===== src/core/pdam_pkg.sv =====
package pdam_pkg;
  // register map over the lite bus (byte addresses, one word each)
  localparam logic [7:0] OFS_TBL_PAGE   = 8'h00;  // table_page_select
  localparam logic [7:0] OFS_RD_PAGE    = 8'h04;  // data_read_page_select
  localparam logic [7:0] OFS_WR_PAGE    = 8'h08;  // data_write_page_select
  localparam logic [7:0] OFS_STK_LIMIT  = 8'h0C;  // stack_limit_value
  localparam logic [7:0] OFS_STK_PTR    = 8'h10;  // stack_pointer_working_reg
  localparam logic [7:0] OFS_STATUS_LOW = 8'h14;  // status_low_byte
  localparam logic [7:0] OFS_TRAP_STAT  = 8'h18;  // trap counters, read only
  // reset values
  localparam logic [7:0]  RST_TBL_PAGE  = 8'h00;
  localparam logic [9:0]  RST_RD_PAGE   = 10'h001;
  localparam logic [9:0]  RST_WR_PAGE   = 10'h001;
  localparam logic [15:0] RST_STK_PTR   = 16'h0800;
  localparam logic [7:0]  RST_SRL       = 8'h00;
  // address boundaries
  localparam logic [15:0] BASE_DATA_LOW = 16'h0800;  // bottom of base data ram
  localparam int          PAGE_BYTES    = 32768;     // extended window size
  localparam int          RD_PAGE_PSV   = 9;         // visibility enable bit
  localparam int          RD_PAGE_WSEL  = 8;         // upper/lower word select
  localparam int          TBL_CFG_BIT   = 7;         // configuration space bit
  // bus answers
  localparam logic [1:0]  RESP_OKAY     = 2'b00;
  localparam logic [1:0]  RESP_SLVERR   = 2'b10;

  // access kinds from the core
  typedef enum logic [2:0] {
    PDAM_ACC_NONE   = 3'b000,
    PDAM_ACC_DREAD  = 3'b001,  // data read via effective address
    PDAM_ACC_DWRITE = 3'b010,  // data write via effective address
    PDAM_ACC_TRDL   = 3'b011,  // table_read_low
    PDAM_ACC_TRDH   = 3'b100,  // table_read_high
    PDAM_ACC_TWRL   = 3'b101,  // table_write_low
    PDAM_ACC_TWRH   = 3'b110   // table_write_high
  } pdam_acc_t;

  // stack operations from the core
  typedef enum logic [2:0] {
    PDAM_STK_NONE  = 3'b000,
    PDAM_STK_PUSH  = 3'b001,  // plain word push
    PDAM_STK_POP   = 3'b010,
    PDAM_STK_CALL  = 3'b011,  // push pc, msb cleared
    PDAM_STK_EXC   = 3'b100,  // push pc with status low byte
    PDAM_STK_IREAD = 3'b101   // indirect read via pointer
  } pdam_stk_t;

  // mapped address to the memories
  typedef struct packed {
    logic        valid;
    logic        prog;      // 1: program memory, 0: data memory
    logic        cfg;       // configuration space
    logic        upper;     // upper program word
    logic [23:0] addr;
  } pdam_map_t;

  // stack push payload
  typedef struct packed {
    logic        valid;
    logic [15:0] addr;
    logic [23:0] data;
  } pdam_push_t;
endpackage


===== src/core/pdam_mapper.sv =====
`timescale 1ns/100ps
// Functional notes
// - extended space paged in 32 Kbyte windows
// - visibility reads use read page only
// - page plus address gives 24-bit address
// - page zero in window raises address trap
// - pointer at free word, grows upward
// - call push clears pc top byte
// - exception push puts status low byte on top
// - limit unset at reset, bit 0 zero
// - push at limit fine, next push traps
// - pointer below 0800h raises stack trap
// - table page joins address to 24 bits
// - table page bit 7 selects configuration space
// - visibility joins page low byte with address
// - read page bit 8 selects upper word
// - visibility address bit 23 always zero
// - address bit 15 from read page bit 0
// - high table ops upper word, low lower word
// - table reads may reach configuration space
// - table writes to configuration space blocked
// - high word read upper data byte zero
module pdam_mapper (
  // clock, reset, enable
  input  wire logic                 MCLK,
  input  wire logic                 RESET,
  input  wire logic                 CLK_EN,
  // access request from the effective address unit
  input  wire pdam_pkg::pdam_acc_t  ACC_KIND,
  input  wire logic [15:0]          ACC_EA,
  input  wire logic [23:0]          PROG_RDATA,
  // stack request from the execution unit
  input  wire pdam_pkg::pdam_stk_t  STK_OP,
  input  wire logic [15:0]          STK_WDATA,
  input  wire logic [23:0]          PC_VALUE,
  // mapped outputs
  output logic [27:0]               MAP_OUT,
  output logic [15:0]               TBL_RDATA,
  output logic                      TBL_WR_BLOCKED,
  output logic [40:0]               PUSH_OUT,
  output logic [15:0]               STK_PTR,
  // trap pulses
  output logic                      ADDR_TRAP,
  output logic                      STACK_TRAP,
  // axi4-lite slave
  input  wire logic [7:0]           S_AXI_AWADDR,
  input  wire logic                 S_AXI_AWVALID,
  output logic                      S_AXI_AWREADY,
  input  wire logic [31:0]          S_AXI_WDATA,
  input  wire logic [3:0]           S_AXI_WSTRB,
  input  wire logic                 S_AXI_WVALID,
  output logic                      S_AXI_WREADY,
  output logic [1:0]                S_AXI_BRESP,
  output logic                      S_AXI_BVALID,
  input  wire logic                 S_AXI_BREADY,
  input  wire logic [7:0]           S_AXI_ARADDR,
  input  wire logic                 S_AXI_ARVALID,
  output logic                      S_AXI_ARREADY,
  output logic [31:0]               S_AXI_RDATA,
  output logic [1:0]                S_AXI_RRESP,
  output logic                      S_AXI_RVALID,
  input  wire logic                 S_AXI_RREADY
);

  // software visible state
  logic [7:0]  tbl_page_reg;      // table_page_select
  logic [9:0]  rd_page_reg;       // data_read_page_select
  logic [9:0]  wr_page_reg;       // data_write_page_select
  logic [15:0] stk_limit_reg;     // stack_limit_value, no reset value
  logic [15:0] stk_ptr_reg;       // stack_pointer_working_reg
  logic [7:0]  srl_reg;           // status_low_byte
  logic [7:0]  addr_trap_cnt_reg; // saturating trap counters
  logic [7:0]  stk_trap_cnt_reg;

  // bus write capture
  logic        aw_hold_reg;
  logic        w_hold_reg;
  logic [7:0]  aw_addr_reg;
  logic [31:0] w_data_reg;
  logic [3:0]  w_strb_reg;
  logic        wr_fire;
  logic        wr_hit;
  logic [31:0] wr_old;            // image of the register the held write targets
  logic [31:0] wr_merged;         // that image once the strobed bytes land

  // combinational mapping results
  pdam_pkg::pdam_map_t  map_next;
  logic                 addr_trap_next;
  logic                 tbl_blocked_next;
  logic [15:0]          tbl_rdata_next;
  pdam_pkg::pdam_push_t push_next;
  logic [15:0]          ptr_next;
  logic                 stk_trap_next;

  // merge written bytes into a register image
  function automatic logic [31:0] merge(input logic [31:0] old, input logic [31:0] nw,
                                        input logic [3:0] strb);
    logic [31:0] res;
    res = old;
    for (int i = 0; i < 4; i++) begin
      if (strb[i]) begin
        res[i*8 +: 8] = nw[i*8 +: 8];
      end
    end
    return res;
  endfunction

  // write fires once both address and data are held
  assign wr_fire = aw_hold_reg && w_hold_reg && !S_AXI_BVALID;
  assign wr_hit  = (aw_addr_reg == pdam_pkg::OFS_TBL_PAGE) ||
                   (aw_addr_reg == pdam_pkg::OFS_RD_PAGE) ||
                   (aw_addr_reg == pdam_pkg::OFS_WR_PAGE) ||
                   (aw_addr_reg == pdam_pkg::OFS_STK_LIMIT) ||
                   (aw_addr_reg == pdam_pkg::OFS_STK_PTR) ||
                   (aw_addr_reg == pdam_pkg::OFS_STATUS_LOW);

  // one shared merge keeps byte strobes identical for every register
  always_comb begin
    case (aw_addr_reg)
      pdam_pkg::OFS_TBL_PAGE:   wr_old = {24'h00_0000, tbl_page_reg};
      pdam_pkg::OFS_RD_PAGE:    wr_old = {22'h00_0000, rd_page_reg};
      pdam_pkg::OFS_WR_PAGE:    wr_old = {22'h00_0000, wr_page_reg};
      pdam_pkg::OFS_STK_LIMIT:  wr_old = {16'h0000, stk_limit_reg};
      pdam_pkg::OFS_STK_PTR:    wr_old = {16'h0000, stk_ptr_reg};
      pdam_pkg::OFS_STATUS_LOW: wr_old = {24'h00_0000, srl_reg};
      default:                  wr_old = 32'h0000_0000;
    endcase
  end
  assign wr_merged = merge(wr_old, w_data_reg, w_strb_reg);

  // address and data channels taken in either order
  always_ff @(posedge MCLK or posedge RESET) begin
    if (RESET) begin
      aw_hold_reg   <= 1'b0;
      w_hold_reg    <= 1'b0;
      aw_addr_reg   <= 8'h00;
      w_data_reg    <= 32'h0000_0000;
      w_strb_reg    <= 4'h0;
      S_AXI_AWREADY <= 1'b0;
      S_AXI_WREADY  <= 1'b0;
      S_AXI_BVALID  <= 1'b0;
      S_AXI_BRESP   <= pdam_pkg::RESP_OKAY;
    end else if (CLK_EN) begin
      S_AXI_AWREADY <= !aw_hold_reg && !S_AXI_AWREADY && S_AXI_AWVALID;
      S_AXI_WREADY  <= !w_hold_reg && !S_AXI_WREADY && S_AXI_WVALID;
      if (S_AXI_AWVALID && S_AXI_AWREADY) begin
        aw_hold_reg <= 1'b1;
        aw_addr_reg <= S_AXI_AWADDR;
      end
      if (S_AXI_WVALID && S_AXI_WREADY) begin
        w_hold_reg <= 1'b1;
        w_data_reg <= S_AXI_WDATA;
        w_strb_reg <= S_AXI_WSTRB;
      end
      if (wr_fire) begin
        // unmapped offsets answer with a slave error
        S_AXI_BVALID <= 1'b1;
        S_AXI_BRESP  <= wr_hit ? pdam_pkg::RESP_OKAY : pdam_pkg::RESP_SLVERR;
        aw_hold_reg  <= 1'b0;
        w_hold_reg   <= 1'b0;
      end else if (S_AXI_BVALID && S_AXI_BREADY) begin
        S_AXI_BVALID <= 1'b0;
      end
    end
  end

  // read channel, one beat answered the cycle after the address is taken
  always_ff @(posedge MCLK or posedge RESET) begin
    if (RESET) begin
      S_AXI_ARREADY <= 1'b0;
      S_AXI_RVALID  <= 1'b0;
      S_AXI_RDATA   <= 32'h0000_0000;
      S_AXI_RRESP   <= pdam_pkg::RESP_OKAY;
    end else if (CLK_EN) begin
      S_AXI_ARREADY <= S_AXI_ARVALID && !S_AXI_ARREADY && !S_AXI_RVALID;
      if (S_AXI_ARVALID && S_AXI_ARREADY) begin
        S_AXI_RVALID <= 1'b1;
        S_AXI_RRESP  <= pdam_pkg::RESP_OKAY;
        case (S_AXI_ARADDR)
          pdam_pkg::OFS_TBL_PAGE:   S_AXI_RDATA <= {24'h00_0000, tbl_page_reg};
          pdam_pkg::OFS_RD_PAGE:    S_AXI_RDATA <= {22'h00_0000, rd_page_reg};
          pdam_pkg::OFS_WR_PAGE:    S_AXI_RDATA <= {22'h00_0000, wr_page_reg};
          pdam_pkg::OFS_STK_LIMIT:  S_AXI_RDATA <= {16'h0000, stk_limit_reg};
          pdam_pkg::OFS_STK_PTR:    S_AXI_RDATA <= {16'h0000, stk_ptr_reg};
          pdam_pkg::OFS_STATUS_LOW: S_AXI_RDATA <= {24'h00_0000, srl_reg};
          pdam_pkg::OFS_TRAP_STAT:  S_AXI_RDATA <= {16'h0000, stk_trap_cnt_reg,
                                                    addr_trap_cnt_reg};
          default: begin
            S_AXI_RDATA <= 32'h0000_0000;
            S_AXI_RRESP <= pdam_pkg::RESP_SLVERR;
          end
        endcase
      end else if (S_AXI_RVALID && S_AXI_RREADY) begin
        S_AXI_RVALID <= 1'b0;
      end
    end
  end

  // page and status registers
  always_ff @(posedge MCLK or posedge RESET) begin
    if (RESET) begin
      tbl_page_reg <= pdam_pkg::RST_TBL_PAGE;
      rd_page_reg  <= pdam_pkg::RST_RD_PAGE;
      wr_page_reg  <= pdam_pkg::RST_WR_PAGE;
      srl_reg      <= pdam_pkg::RST_SRL;
    end else if (CLK_EN && wr_fire) begin
      case (aw_addr_reg)
        pdam_pkg::OFS_TBL_PAGE:   tbl_page_reg <= wr_merged[7:0];
        pdam_pkg::OFS_RD_PAGE:    rd_page_reg  <= wr_merged[9:0];
        pdam_pkg::OFS_WR_PAGE:    wr_page_reg  <= wr_merged[9:0];
        pdam_pkg::OFS_STATUS_LOW: srl_reg      <= wr_merged[7:0];
        default: ;
      endcase
    end
  end

  // stack limit: no reset on purpose, bit 0 always held low
  always_ff @(posedge MCLK) begin
    if (CLK_EN && wr_fire && aw_addr_reg == pdam_pkg::OFS_STK_LIMIT) begin
      stk_limit_reg <= {wr_merged[15:1], 1'b0};
    end
  end

  // address mapping for data and table accesses
  always_comb begin
    map_next         = '0;
    addr_trap_next   = 1'b0;
    tbl_blocked_next = 1'b0;
    map_next.valid   = (ACC_KIND != pdam_pkg::PDAM_ACC_NONE);
    case (ACC_KIND)
      pdam_pkg::PDAM_ACC_DREAD: begin
        if (ACC_EA[15] && rd_page_reg[pdam_pkg::RD_PAGE_PSV]) begin
          // visibility read: read page only, user space only
          map_next.prog  = 1'b1;
          map_next.upper = rd_page_reg[pdam_pkg::RD_PAGE_WSEL];
          map_next.addr  = {1'b0, rd_page_reg[7:0], ACC_EA[14:0]};
        end else if (ACC_EA[15]) begin
          // extended window, 32 Kbyte pages; page zero is the base ram
          map_next.addr  = {rd_page_reg[8:0], ACC_EA[14:0]};
          addr_trap_next = (rd_page_reg == 10'h000);
        end else begin
          map_next.addr = {8'h00, ACC_EA};
        end
      end
      pdam_pkg::PDAM_ACC_DWRITE: begin
        if (ACC_EA[15]) begin
          map_next.addr  = {wr_page_reg[8:0], ACC_EA[14:0]};
          addr_trap_next = (wr_page_reg == 10'h000);
        end else begin
          map_next.addr = {8'h00, ACC_EA};
        end
      end
      pdam_pkg::PDAM_ACC_TRDL, pdam_pkg::PDAM_ACC_TRDH,
      pdam_pkg::PDAM_ACC_TWRL, pdam_pkg::PDAM_ACC_TWRH: begin
        map_next.prog  = 1'b1;
        map_next.addr  = {tbl_page_reg, ACC_EA};
        map_next.cfg   = tbl_page_reg[pdam_pkg::TBL_CFG_BIT];
        map_next.upper = (ACC_KIND == pdam_pkg::PDAM_ACC_TRDH) ||
                         (ACC_KIND == pdam_pkg::PDAM_ACC_TWRH);
        if (map_next.cfg && (ACC_KIND == pdam_pkg::PDAM_ACC_TWRL ||
                             ACC_KIND == pdam_pkg::PDAM_ACC_TWRH)) begin
          map_next.valid   = 1'b0;
          tbl_blocked_next = 1'b1;
        end
      end
      default: ;
    endcase
  end

  // table read data: upper word carries a zero phantom byte
  always_comb begin
    tbl_rdata_next = PROG_RDATA[15:0];
    if (ACC_KIND == pdam_pkg::PDAM_ACC_TRDH) begin
      tbl_rdata_next = {8'h00, PROG_RDATA[23:16]};
    end
  end

  // stack pointer arithmetic and limit checks
  always_comb begin
    push_next     = '0;
    ptr_next      = stk_ptr_reg;
    stk_trap_next = 1'b0;
    case (STK_OP)
      pdam_pkg::PDAM_STK_PUSH, pdam_pkg::PDAM_STK_CALL, pdam_pkg::PDAM_STK_EXC: begin
        push_next.valid = 1'b1;
        push_next.addr  = stk_ptr_reg;
        ptr_next        = stk_ptr_reg + 16'h0002;
        if (STK_OP == pdam_pkg::PDAM_STK_CALL) begin
          push_next.data = {8'h00, PC_VALUE[15:0]};
        end else if (STK_OP == pdam_pkg::PDAM_STK_EXC) begin
          push_next.data = {srl_reg, PC_VALUE[15:0]};
        end else begin
          push_next.data = {8'h00, STK_WDATA};
        end
        // pushing at the limit is fine, beyond it traps
        stk_trap_next = (stk_ptr_reg > stk_limit_reg) ||
                        (stk_ptr_reg < pdam_pkg::BASE_DATA_LOW);
      end
      pdam_pkg::PDAM_STK_POP: begin
        ptr_next      = stk_ptr_reg - 16'h0002;
        stk_trap_next = (ptr_next < pdam_pkg::BASE_DATA_LOW);
      end
      pdam_pkg::PDAM_STK_IREAD: begin
        // indirect read checks only the base ram bound, never the limit
        stk_trap_next = (stk_ptr_reg < pdam_pkg::BASE_DATA_LOW);
      end
      default: ;
    endcase
  end

  // pointer register, also loadable from software
  always_ff @(posedge MCLK or posedge RESET) begin
    if (RESET) begin
      stk_ptr_reg <= pdam_pkg::RST_STK_PTR;
    end else if (CLK_EN) begin
      if (STK_OP != pdam_pkg::PDAM_STK_NONE) begin
        stk_ptr_reg <= ptr_next;
      end else if (wr_fire && aw_addr_reg == pdam_pkg::OFS_STK_PTR) begin
        stk_ptr_reg <= {wr_merged[15:1], 1'b0};
      end
    end
  end

  // registered outputs and trap pulses
  always_ff @(posedge MCLK or posedge RESET) begin
    if (RESET) begin
      MAP_OUT           <= '0;
      TBL_RDATA         <= 16'h0000;
      TBL_WR_BLOCKED    <= 1'b0;
      PUSH_OUT          <= '0;
      ADDR_TRAP         <= 1'b0;
      STACK_TRAP        <= 1'b0;
      addr_trap_cnt_reg <= 8'h00;
      stk_trap_cnt_reg  <= 8'h00;
    end else if (CLK_EN) begin
      MAP_OUT        <= map_next;
      TBL_RDATA      <= tbl_rdata_next;
      TBL_WR_BLOCKED <= tbl_blocked_next;
      PUSH_OUT       <= push_next;
      ADDR_TRAP      <= addr_trap_next;
      STACK_TRAP     <= stk_trap_next;
      if (addr_trap_next && addr_trap_cnt_reg != 8'hFF) begin
        addr_trap_cnt_reg <= addr_trap_cnt_reg + 8'h01;
      end
      if (stk_trap_next && stk_trap_cnt_reg != 8'hFF) begin
        stk_trap_cnt_reg <= stk_trap_cnt_reg + 8'h01;
      end
    end
  end

  assign STK_PTR = stk_ptr_reg;

  // checks
  a_psv_bit23: assert property (@(posedge MCLK) disable iff (RESET)
    CLK_EN && ACC_KIND == pdam_pkg::PDAM_ACC_DREAD && ACC_EA[15] && rd_page_reg[9]
    |=> MAP_OUT[23] == 1'b0 && MAP_OUT[15] == $past(rd_page_reg[0]))
    else $error("visibility address bits wrong");
  a_page0_trap: assert property (@(posedge MCLK) disable iff (RESET)
    CLK_EN && ACC_KIND == pdam_pkg::PDAM_ACC_DWRITE && ACC_EA[15] && wr_page_reg == 10'h000
    |=> ADDR_TRAP)
    else $error("page zero access missed trap");
  a_trap_pulse: assert property (@(posedge MCLK) disable iff (RESET)
    CLK_EN && ADDR_TRAP && ACC_KIND == pdam_pkg::PDAM_ACC_NONE |=> !ADDR_TRAP)
    else $error("address trap not a pulse");
  a_push_grow: assert property (@(posedge MCLK) disable iff (RESET)
    CLK_EN && STK_OP == pdam_pkg::PDAM_STK_PUSH |=> STK_PTR == $past(STK_PTR) + 16'h0002)
    else $error("push did not advance pointer");
  a_limit_equal: assert property (@(posedge MCLK) disable iff (RESET)
    CLK_EN && STK_OP == pdam_pkg::PDAM_STK_PUSH && stk_ptr_reg == stk_limit_reg
    && stk_ptr_reg >= 16'h0800 |=> !STACK_TRAP)
    else $error("push at limit trapped");
  a_underflow: assert property (@(posedge MCLK) disable iff (RESET)
    CLK_EN && STK_OP == pdam_pkg::PDAM_STK_IREAD && stk_ptr_reg < 16'h0800 |=> STACK_TRAP)
    else $error("underflow missed trap");
  a_call_msb: assert property (@(posedge MCLK) disable iff (RESET)
    CLK_EN && STK_OP == pdam_pkg::PDAM_STK_CALL |=> PUSH_OUT[23:16] == 8'h00)
    else $error("call push msb not clear");
  a_cfg_write: assert property (@(posedge MCLK) disable iff (RESET)
    CLK_EN && ACC_KIND == pdam_pkg::PDAM_ACC_TWRH && tbl_page_reg[7]
    |=> TBL_WR_BLOCKED && !MAP_OUT[27])
    else $error("config table write not blocked");
  a_phantom: assert property (@(posedge MCLK) disable iff (RESET)
    CLK_EN && ACC_KIND == pdam_pkg::PDAM_ACC_TRDH |=> TBL_RDATA[15:8] == 8'h00)
    else $error("phantom byte not zero");
  c_psv_read: cover property (@(posedge MCLK) MAP_OUT[27] && MAP_OUT[26] && !MAP_OUT[25]);
  c_stack_trap: cover property (@(posedge MCLK) STACK_TRAP);
  c_addr_trap: cover property (@(posedge MCLK) ADDR_TRAP);
endmodule


===== config.mk =====
export PLATFORM = sky130hd
export DESIGN_NAME = pdam_mapper
export DESIGN_NICKNAME = d
export VERILOG_FILES = /design/src/core/pdam_pkg.sv /design/src/core/pdam_mapper.sv
export SDC_FILE = /design/constraint.sdc
export NUM_CORES = 1
export LEC_CHECK = 0
export ABC_AREA = 1
export BUFFER_PORTS_ARGS = -buffer_cell sky130_fd_sc_hd__buf_2
export CORE_ASPECT_RATIO = 0.6
export CORE_MARGIN = 2
export CORE_UTILIZATION = 49
export DETAILED_ROUTE_END_ITERATION = 16
export PLACE_DENSITY = 0.74
export SETUP_SLACK_MARGIN = 0.4
export SLEW_MARGIN = 10
export SYNTH_ARGS = -nofsm -noshare
export SYNTH_HDL_FRONTEND = slang
export SYNTH_SLANG_ARGS = --single-unit

===== constraint.sdc =====
create_clock -name MCLK -period 8 [get_ports MCLK]
set_input_delay 1.6 -clock MCLK [delete_from_list [all_inputs] [get_ports MCLK]]
set_output_delay 1.6 -clock MCLK [all_outputs]
set_load 0.03 [all_outputs]

==> out/qor.yml, run 1 <==
power:
  p_leak_nw: 7.36
  power.total_mw: 3.81
  ir_worst_vdd_uv: 172
  p_per_area_nw_per_um2: 273
global_routing:
  grt_usage: 0.289
  grt_pass1_wl_microns: 57500
  grt_max_degree: 142
  grt-ovfl-total: 0
  grt_pass1_vias: 10300
  antenna_found_initial: 0
clock_tree:
  ctsResizeCount: 0
  numCtsBuffers: 22
  cts_buffer_depth: 3
  post_cts_buffers: 0
  htree_levels: 1
  clk_pin_slew_ns: 0.07
  cts-root-buf: "clkbuf_16"
  hold_buffers: 0
  clock_latency_ns: 0.52
  cts_tree: "done"
  cts_num_sinks: 221
synthesis:
  ys_seq_area_frac: 0.472
  netlist_area_sq_um: 11900
  netlist_instances: 1488
  avgSynthCellArea_sq_um: 7.99
  synthTopCellsByArea: "dfrtp_1, nand2_1, o21ai_0"
  synth.top_cell.area_share: 0.427
  ys_warn_count: 0
  synth_cell_types: 53
  yosys.area.top_type: "dfrtp_1"
  synth.ff_latch_count: 221
finish:
  diodes: 0
  final_cell_area_sq_um: 14000
  ff_latch_area_sq_um: 5610
  multiInputGateArea_sq_um: 5310
  top_regs: "PUSH_OUT (41), MAP_OUT (28)"
  syn_to_final_growth_pct: 17.5
  layout.nets: 1878
  fill_cells: 2175
  final_cell_mix: "nand2_1, buf_2, dfrtp_1, inv_1, o21ai_0"
  largest_reg_flops: 41
  top_register: "PUSH_OUT"
  drive_gt1_frac: 0.215
  mostFrequentLayoutCell: "nand2_1"
drt:
  ant_nets: 0
  wl_microns: 37300
  via_per_inst: 5.42
  drc_errors: 0
  drt_iter0_drc: 1126
  vias: 11100
  wl_per_cell_microns: 18.2
  firstDrtPassIters: 6
setup_path:
  path_class: "input port to register"
  cp-end-kind: "register"
  cpMaxStageDelayCell: "nor2_1"
  crit_fanout: 15
  cp.required_ns: 8.46
  critical_path.most_common_cell: "nand2_1"
  path_cells: "buf_2 -> nor2_1 -> nand2_1 -> nor2_1 -> nand2_1 -> inv_2 -> a21oi_1 -> o211ai_1 -> nand2_1 -> nand2_1"
  r2r_setup_slack_ns: 5.68
  cp.arrival_ns: 3.78
  startpoint_type: "input port"
  slowest_delay_ns: 0.79
placement:
  io_buffers: 245
  placed_area_sq_um: 13200
  place_ws_ns: 4.22
  place_congestion: 1.01
  hpwl_microns: 27500
sta:
  maxSlewViolCount: 0
  fin_tns_setup_ns: 0
  setup_slack_ns: 4.68
  holdWs_ns: 0.467
  rsz0062_at_grt: "false"
  slew_headroom: 0.219
  fin_skew_ns: 0.0142
  hold_viol_final: 0
  setup_violations: 0
  min_period_ns: 3.32
  period_share: 0.415
  max_freq_mhz: 301
  worstMarginPinSlew_ns: 1.17
die:
  die_h_microns: 125
  io_pins: 291
  chipWidth_microns: 205
  coreArea_sq_um: 24000
  die_area_sq_um: 25600
  fp-row-count: 44
  initial_core_util: 0.495
job:
  max-cap-violations: 0
outcome:
  status: "complete, no violations"
min_path:
  hp-class: "register to register"
logic make-up after synthesis:
| family | Yosys count | synth area share |
|---|---|---|
| XOR/XNOR | 22 | 0.0162 |
| flip-flops | 221 | 0.472 |
| AO/OA/AOI/OAI | 280 | 0.139 |
| buffers and inverters | 234 | 0.0869 |
| AND/OR/NAND/NOR | 711 | 0.265 |
| adder cells (fa/ha/maj) | 19 | 0.0200 |
| other | 1 | 0.000316 |
routing by layer:
layer  up-vias  global-route usage  wire (microns)
met5         -                   0               0
met4         0              0.0504             589
met3        45              0.0788            4010
met2       478               0.400           14900
met1      5291               0.453           17700
li1       5306                   -               -
per-stage QoR:
step	instances	util
6_report	2051	0.582
5_1_grt	2051	0.582
4_1_cts	2051	0.582
3_5_place_dp	2011	0.552
3_3_place_gp	2011	0.552
2_1_floorplan	1506	-
final timing paths:
path / startpoint / endpoint / depth (start not counted)
worst max-delay path: S_AXI_ARADDR[7] / S_AXI_RDATA[6] / 10
worst min-delay path: addr_trap_cnt_reg[6] / addr_trap_cnt_reg[6] / 1
worst max register to register: w_hold_reg / stk_limit_reg[10] / 6
worst min register to register: addr_trap_cnt_reg[6] / addr_trap_cnt_reg[6] / 1
max in group asynchronous: RESET / S_AXI_RDATA[5] / 3
min in group asynchronous: RESET / tbl_page_reg[2] / 2
worst max-delay path: cells and delay by family:
kind | cells | cell delay, ns
buf+inv | 2 | 0.35
simple gates | 6 | 1.62
compound gates | 2 | 0.19
layout make-up:
type / count / area share
Inverter: 165 / 0.0457
Multi-Input combinational cell: 1051 / 0.380
Clock buffer: 29 / 0.0434
Clock inverter: 11 / 0.00860
Tap cell: 322 / 0.0288
Timing Repair Buffer: 252 / 0.0915
Sequential cell: 221 / 0.402
where the power goes:
part           internal (mW)  total, mW  switching [mW]
Clock                  0.602       1.06           0.455
Sequential              1.34       1.57           0.229
Combinational          0.345       1.19           0.843
Total                   2.28       3.81            1.53
Yosys cell counts (all sizes together):
cell and count:
a211oi 1, a21boi 8, a21oi 38, a221oi 1, a22o 15, a22oi 1, a31oi 5, a32oi 8
and3 1, buf 45, clkbuf 24, clkinv 4, conb 1, dfrtp 203, dfstp 3, edfxtp 15
ha 19, inv 161, nand2 451, nand3 76, nand3b 3, nand4 29, nor2 127, nor3 14
nor4 2, o211ai 4, o21ai 133, o22ai 43, o31ai 22, o41ai 1, or2 8, xor2 22
No activity file was read; power rests on OpenSTA's default activity.
==> run 2: changes to the inputs <==
--- a/config.mk
+++ b/config.mk
@@ -5,7 +5,7 @@
 export SDC_FILE = /design/constraint.sdc
 export NUM_CORES = 1
 export LEC_CHECK = 0
-export ABC_AREA = 1
+export ABC_AREA = 0
 export BUFFER_PORTS_ARGS = -buffer_cell sky130_fd_sc_hd__buf_2
 export CORE_ASPECT_RATIO = 0.6
 export CORE_MARGIN = 2
==> constraint.sdc (replaced) <==
create_clock -name MCLK -period 3.12 [get_ports MCLK]
set_input_delay 0.624 -clock MCLK [delete_from_list [all_inputs] [get_ports MCLK]]
set_output_delay 0.624 -clock MCLK [all_outputs]
set_load 0.03 [all_outputs]
==> out/qor.yml, run 2 <==
synthesis:
  synth_flop_cell: "dfrtp_1"
  yosys.area.top_type: "dfrtp_1"
  avgSynthCellArea_sq_um: 9.62  # +20%
  ys_warn_count: 0  # unchanged
  async_reset_ff_frac: 0.932  # unchanged
  yosysMostFrequentCell: "dfrtp_1"
  synthTopCellsByArea: "dfrtp_1, mux2_2, edfxtp_1"
  netlist_instances: 1204  # -19%
  synth_cell_types: 73  # +38%
  ys_seq_area_frac: 0.484  # +0.0124
  synth_edf_count: 15  # unchanged
  synth.ff_latch_count: 221  # unchanged
  synth_common_cells: "dfrtp_1, nand2_1, inv_1, nor2_1, a21oi_1"
  synth.top_cell.area_share: 0.439  # +0.0112
  netlist_area_sq_um: 11600  # -2.6%
finish:
  largest_reg_flops: 41  # unchanged
  fin_cells: 1770  # -14%
  final_cell_mix: "buf_2, dfrtp_1, nand2_1, inv_1, nor2_1"
  fill_cells: 2008  # -7.7%
  top_regs: "PUSH_OUT (41), MAP_OUT (28)"
  mostFrequentLayoutCell: "buf_2"
  layout.nets: 1604  # -15%
  syn_to_final_growth_pct: 20.1
  final_cell_area_sq_um: 13900  # -0.39%
  top_register: "PUSH_OUT"
  drive_gt1_frac: 0.279  # +0.0640
placement:
  hpwl_microns: 26400  # -4.1%
  numPlacedInstances: 1730  # -14%
  io_buffers: 245  # unchanged
  placed_area_sq_um: 13200  # -0.40%
  place_congestion: 0.930  # -8.0%
setup_path:
  r2r_setup_slack_ns: 0.43  # -5.25 ns
  startpoint: "aw_addr_reg[3]"
  r2r_end: "STK_PTR[2]"
  endpoint: "STK_PTR[2]"
  r2r_start: "aw_addr_reg[3]"
  crit_fanout: 16  # +1
  r2r_cells: 7  # +1
  path_class: "register to register"
  cp.arrival_ns: 3.06  # -0.72 ns
  cp-end-kind: "register"
  startpoint_type: "register"
  cp.required_ns: 3.49  # -4.97 ns
drt:
  wl_microns: 35600  # -4.6%
  firstDrtPassIters: 6  # unchanged
  drc_errors: 0  # unchanged
  ant_nets: 0  # unchanged
  drt_iter0_drc: 1207  # +7.2%
  wl_per_cell_microns: 20.1  # +11%
  via_per_inst: 5.83  # +7.5%
  vias: 10300  # -7.2%
power:
  switching_power_mw: 4.06  # +170%
  p_per_area_nw_per_um2: 744  # +170%
  p_leak_nw: 6.63  # -9.9%
  internal_power_mw: 6.29  # +180%
  power_frac_seq: 0.430  # +0.019
  comb_power_share: 0.312  # about the same
  clock_power_share: 0.259  # -0.018
  ir_worst_vdd_uv: 404  # +130%
  power.share.switching: 0.392  # -0.00830
sta:
  slew_headroom: 0.455  # +0.236
  min_period_ns: 2.69
  holdWs_ns: 0.262  # -0.205 ns
  rsz0062_at_grt: "false"
  fin_skew_ns: 0.0180  # +0.00379 ns
  maxSlewViolCount: 0  # unchanged
  period_share: 0.861
  max_freq_mhz: 372
  setup_violations: 0  # unchanged
  fin_tns_setup_ns: 0  # unchanged
  worstMarginPinSlew_ns: 0.816  # -0.352 ns
  hold_viol_final: 0  # unchanged
outcome:
  status: "complete, no violations"
min_path:
  hp-class: "input port to asynchronous set/reset pin"
global_routing:
  grt_pass1_vias: 9357  # -9.5%
  grt_max_degree: 50  # -65%
  grt_usage: 0.279  # -0.00952
  grt-ovfl-total: 0  # unchanged
  grt_pass1_wl_microns: 53700  # -6.7%
  antenna_found_initial: 1  # +1
clock_tree:
  cts_tree: "done"
  cts_num_sinks: 221  # unchanged
  clock_latency_ns: 0.52  # about the same
  clk_pin_slew_ns: 0.06  # about the same
  numCtsBuffers: 22  # unchanged
  post_cts_buffers: 0  # unchanged
  cts-root-buf: "clkbuf_16"
  cts_buffer_depth: 3  # unchanged
  htree_levels: 1  # unchanged
  hold_buffers: 0  # unchanged
die:
  fp-row-count: 43  # -2.3%
  coreArea_sq_um: 23100  # -3.6%
  die_area_sq_um: 24900  # -2.5%
  io_pins: 291  # unchanged
  chipWidth_microns: 202  # -1.3%
  initial_core_util: 0.501  # +0.00544
  die_h_microns: 123  # -1.2%
job:
  max-cap-violations: 0  # unchanged
[run 2: changes by cell type in the layout (fill, tap and decap cells not counted), moves of 17 or more]
cell,before,now
a22oi_1,1,37
buf_4,7,41
mux2i_1,0,44
o21ai_0,116,68
mux2_2,0,48
o21ai_1,17,0
inv_1,143,111
a21oi_1,37,80
o31ai_1,22,3
nand3_1,71,21
nor2_2,19,0
nand4_1,29,9
nand2_1,434,117
[run 2: timing repair]
item / in CTS / in global routing
endpoints found under the hold margin: 0 / 0
gates resized for setup: 0 / 2
setup endpoints to repair: 0 / 1
[run 2: layout make-up]
type,instances,area (sq um),share of cell area
inverters,112,424,0.0305
multi-input cells,793,5150,0.370
clock inverters,10,111,0.00800
clock buffers,29,608,0.0437
diodes,1,2.50,0.000180
well taps,315,394,0.0283
repair buffers,289,1610,0.116
flip-flops and latches,221,5610,0.403
[run 2: worst min-delay path by stage]
stage	startpoint	to	slack, ns	cells after the start
floorplan	addr_trap_cnt_reg[6]	addr_trap_cnt_reg[6]	0.46	1
global placement	S_AXI_BRESP[1]	S_AXI_BRESP[1]	0.47	2
detailed placement	stk_trap_cnt_reg[6]	stk_trap_cnt_reg[6]	0.49	1
CTS	RESET	stk_trap_cnt_reg[1]	0.28	2
global route	RESET	stk_trap_cnt_reg[1]	0.31	2
finish	RESET	w_data_reg[10]	0.26	2
[run 2: power by group through the flow]
stage	Clock, mW	Combinational (mW)	Sequential [mW]
final	2.68	3.23	4.45
after CTS	2.71	3.18	4.39
after global routing	2.84	3.48	4.51
after global placement	0	3.09	4.40
after detailed placement	0	3.16	4.44
after floorplan	0	2.03	4.35
[run 2: through the flow]
stage	setup WS, ns	util	power, mW
2_1_floorplan	-0.174	-	6.38
3_3_place_gp	0.532	0.570	7.50
3_5_place_dp	0.491	0.570	7.60
4_1_cts	0.484	0.601	10.3
5_1_grt	0.423	0.601	10.8
6_report	0.433	0.601	10.4
[run 2: cells by family (layout without fill, tap and decap cells)]
group	count (synthesis)	after routing	share of synthesized area
other cells	1	20	0.000324
mux	98	98	0.0964
compound gates	322	322	0.179
flops	221	221	0.484
xor+xnor	18	18	0.0136
simple gates	317	317	0.129
fa+ha+maj	19	19	0.0205
buf+inv	208	440	0.0772
[run 2: critical path, stage by stage (launching register included)]
cell and delay [ns]:
dfrtp_1 0.80, buf_4 0.27, mux2_2 0.37, a22oi_1 0.18, o221ai_1 0.17, a22o_1 0.40, o21ai_0 0.25, a22oi_1 0.10
[run 2: per-layer routing]
metal / vias to the layer above / wire (microns) / share of wire / GRT usage
met5: - / 0 / 0 / 0
met4: 0 / 676 / 0.019 / 0.0547
met3: 72 / 4570 / 0.13 / 0.0817
met2: 637 / 14900 / 0.42 / 0.403
met1: 4917 / 15400 / 0.43 / 0.418
li1: 4695 / - / - / -
==> run 3: changes to the inputs <==
==> constraint.sdc (replaced) <==
create_clock -name MCLK -period 3.12 [get_ports MCLK]
set_input_delay 0.156 -clock MCLK [delete_from_list [all_inputs] [get_ports MCLK]]
set_output_delay 0.156 -clock MCLK [all_outputs]
set_load 0.03 [all_outputs]
==> out/qor.yml, run 3 (synthesized netlist as in run 2, its figures left out) <==
global_routing:
  use_met2: 0.463  # +0.0599
  grt_max_degree: 73  # +46%
  grt_pass1_wl_microns: 58600  # +9.1%
  gr-usage-met3: 0.0822  # +0.000527
  grt_usage: 0.304  # +0.0245
  top_usage_layer: "met2"
  met1_usage: 0.446  # +0.0274
  antenna_found_initial: 0  # -1
  grt-ovfl-total: 0  # unchanged
  grt_pass1_vias: 10100  # +8.3%
setup_path:
  startpoint_type: "register"
  cp.required_ns: 3.53  # +0.04 ns
  cp-end-kind: "register"
  cp.arrival_ns: 3.04  # -0.02 ns
  path_cells: "or4_4 -> nor2_1 -> nand3_2 -> nand3b_1 -> mux2_2"
  cpMaxStageDelayCell: "nand3b_1"
  path_class: "register to register"
  crit_fanout: 14  # -2
  slowest_delay_ns: 0.56  # -0.24 ns
finish:
  final_cell_mix: "buf_2, dfrtp_1, nand2_1, inv_1, dlygate4sd3_1"
  drive_gt1_frac: 0.257  # -0.0218
  mostFrequentLayoutCell: "buf_2"
  syn_to_final_growth_pct: 28.5
  final_cell_area_sq_um: 14900  # +7.0%
  top_register: "PUSH_OUT"
  fin_cells: 1866  # +5.4%
  largest_reg_flops: 41  # unchanged
  layout.nets: 1701  # +6.0%
  top_regs: "PUSH_OUT (41), MAP_OUT (28)"
clock_tree:
  numCtsBuffers: 22  # unchanged
  cts-root-buf: "clkbuf_16"
  cts_tree: "done"
  clk_pin_slew_ns: 0.07  # about the same
  cts_buffer_depth: 3  # unchanged
  htree_levels: 1  # unchanged
  clock_latency_ns: 0.52  # about the same
  post_cts_buffers: 0  # unchanged
  cts_num_sinks: 221  # unchanged
min_path:
  hp-class: "input port to register"
power:
  p_leak_nw: 7.03  # +5.9%
  power.total_mw: 10.5  # +1.8%
  ir_worst_vdd_uv: 427  # +5.6%
  p_per_area_nw_per_um2: 708  # -4.9%
die:
  io_pins: 291  # unchanged
  initial_core_util: 0.501  # unchanged
  die_h_microns: 123  # unchanged
  chipWidth_microns: 202  # unchanged
  die_area_sq_um: 24900  # unchanged
  coreArea_sq_um: 23100  # unchanged
  fp-row-count: 43  # unchanged
placement:
  placed_area_sq_um: 13100  # -0.68%
  place_ws_ns: 0.491  # +0.000527 ns
  place_congestion: 0.953  # +2.5%
  io_buffers: 245  # unchanged
  numPlacedInstances: 1723  # -0.40%
  hpwl_microns: 26100  # -1.1%
drt:
  drt_iter0_drc: 1066  # -12%
  drc_errors: 0  # unchanged
  firstDrtPassIters: 6  # unchanged
  vias: 10800  # +4.2%
  ant_nets: 0  # unchanged
  via_per_inst: 5.76  # -1.1%
  wl_microns: 38400  # +8.0%
  wl_per_cell_microns: 20.6  # +2.4%
sta:
  fin_skew_ns: 0.0130  # -0.00496 ns
  fin_tns_setup_ns: 0  # unchanged
  worstMarginPinSlew_ns: 0.767  # -0.0497 ns
  maxSlewViolCount: 0  # unchanged
  setup_slack_ns: 0.481  # +0.0478 ns
  max_freq_mhz: 379  # +1.8%
  min_period_ns: 2.64  # -0.0478 ns
  slew_headroom: 0.489  # +0.0343
  period_share: 0.846  # -0.0153
  setup_violations: 0  # unchanged
  hold_viol_final: 0  # unchanged
  rsz0062_at_grt: "false"
outcome:
  status: "complete, no violations"
job:
  max-cap-violations: 0  # unchanged
## run 3: critical path: cells and delay by family, from the launching register on
| family | cells | cell delay (ns) |
|---|---|---|
| flip-flops | 1 | 0.38 |
| multiplexers | 1 | 0.42 |
| AND/OR/NAND/NOR | 4 | 1.72 |
## run 3: stage by stage
stage,hold slack [ns],util
final,0.0656,0.643
after global routing,0.0823,0.643
after CTS,0.0500,0.643
after detailed placement,0.197,0.566
after global placement,0.196,0.566
after floorplan,0.273,-
## run 3: area by class of cell
class	count	area, sq um
sequential	221	5610
inverter	112	424
clock buffer	30	632
multi-input combinational	793	5160
clock inverter	8	103
fill	1879	8250
antenna	1	2.50
tap	315	394
timing repair buffer	386	2560
## run 3: per-layer routing
metal  part of all wire  vias up
li1                   -     4881
met1               0.44     5187
met2               0.44      637
met3               0.11       51
met4              0.013        0
met5                  0        -
## run 3: worst paths after layout
| kind | startpoint | depth (start not counted) | endpoint | slack (ns) |
|---|---|---|---|---|
| worst min-delay path | ACC_KIND[2] | 3 | TBL_WR_BLOCKED | 0.07 |
| worst max-delay path | aw_addr_reg[6] | 5 | tbl_page_reg[2] | 0.48 |
| worst max register to register | aw_addr_reg[6] | 5 | tbl_page_reg[2] | 0.48 |
| worst min register to register | S_AXI_BRESP[1] | 2 | S_AXI_BRESP[1] | 0.49 |
| min in group asynchronous | RESET | 3 | STK_PTR[1] | 0.20 |
| max in group asynchronous | RESET | 4 | addr_trap_cnt_reg[4] | 1.95 |
## run 3: timing repair
| action | CTS | global route |
|---|---|---|
| gates resized for setup | 0 | 2 |
| hold endpoints to repair | 93 | 0 |
| hold buffers | 104 | 0 |
| setup endpoints to repair | 0 | 1 |
## run 3: report_power, final
part / total [mW] / switching, mW / internal, mW
logic: 3.40 / 2.01 / 1.38
registers: 4.41 / 0.937 / 3.47
clock network: 2.74 / 1.15 / 1.59
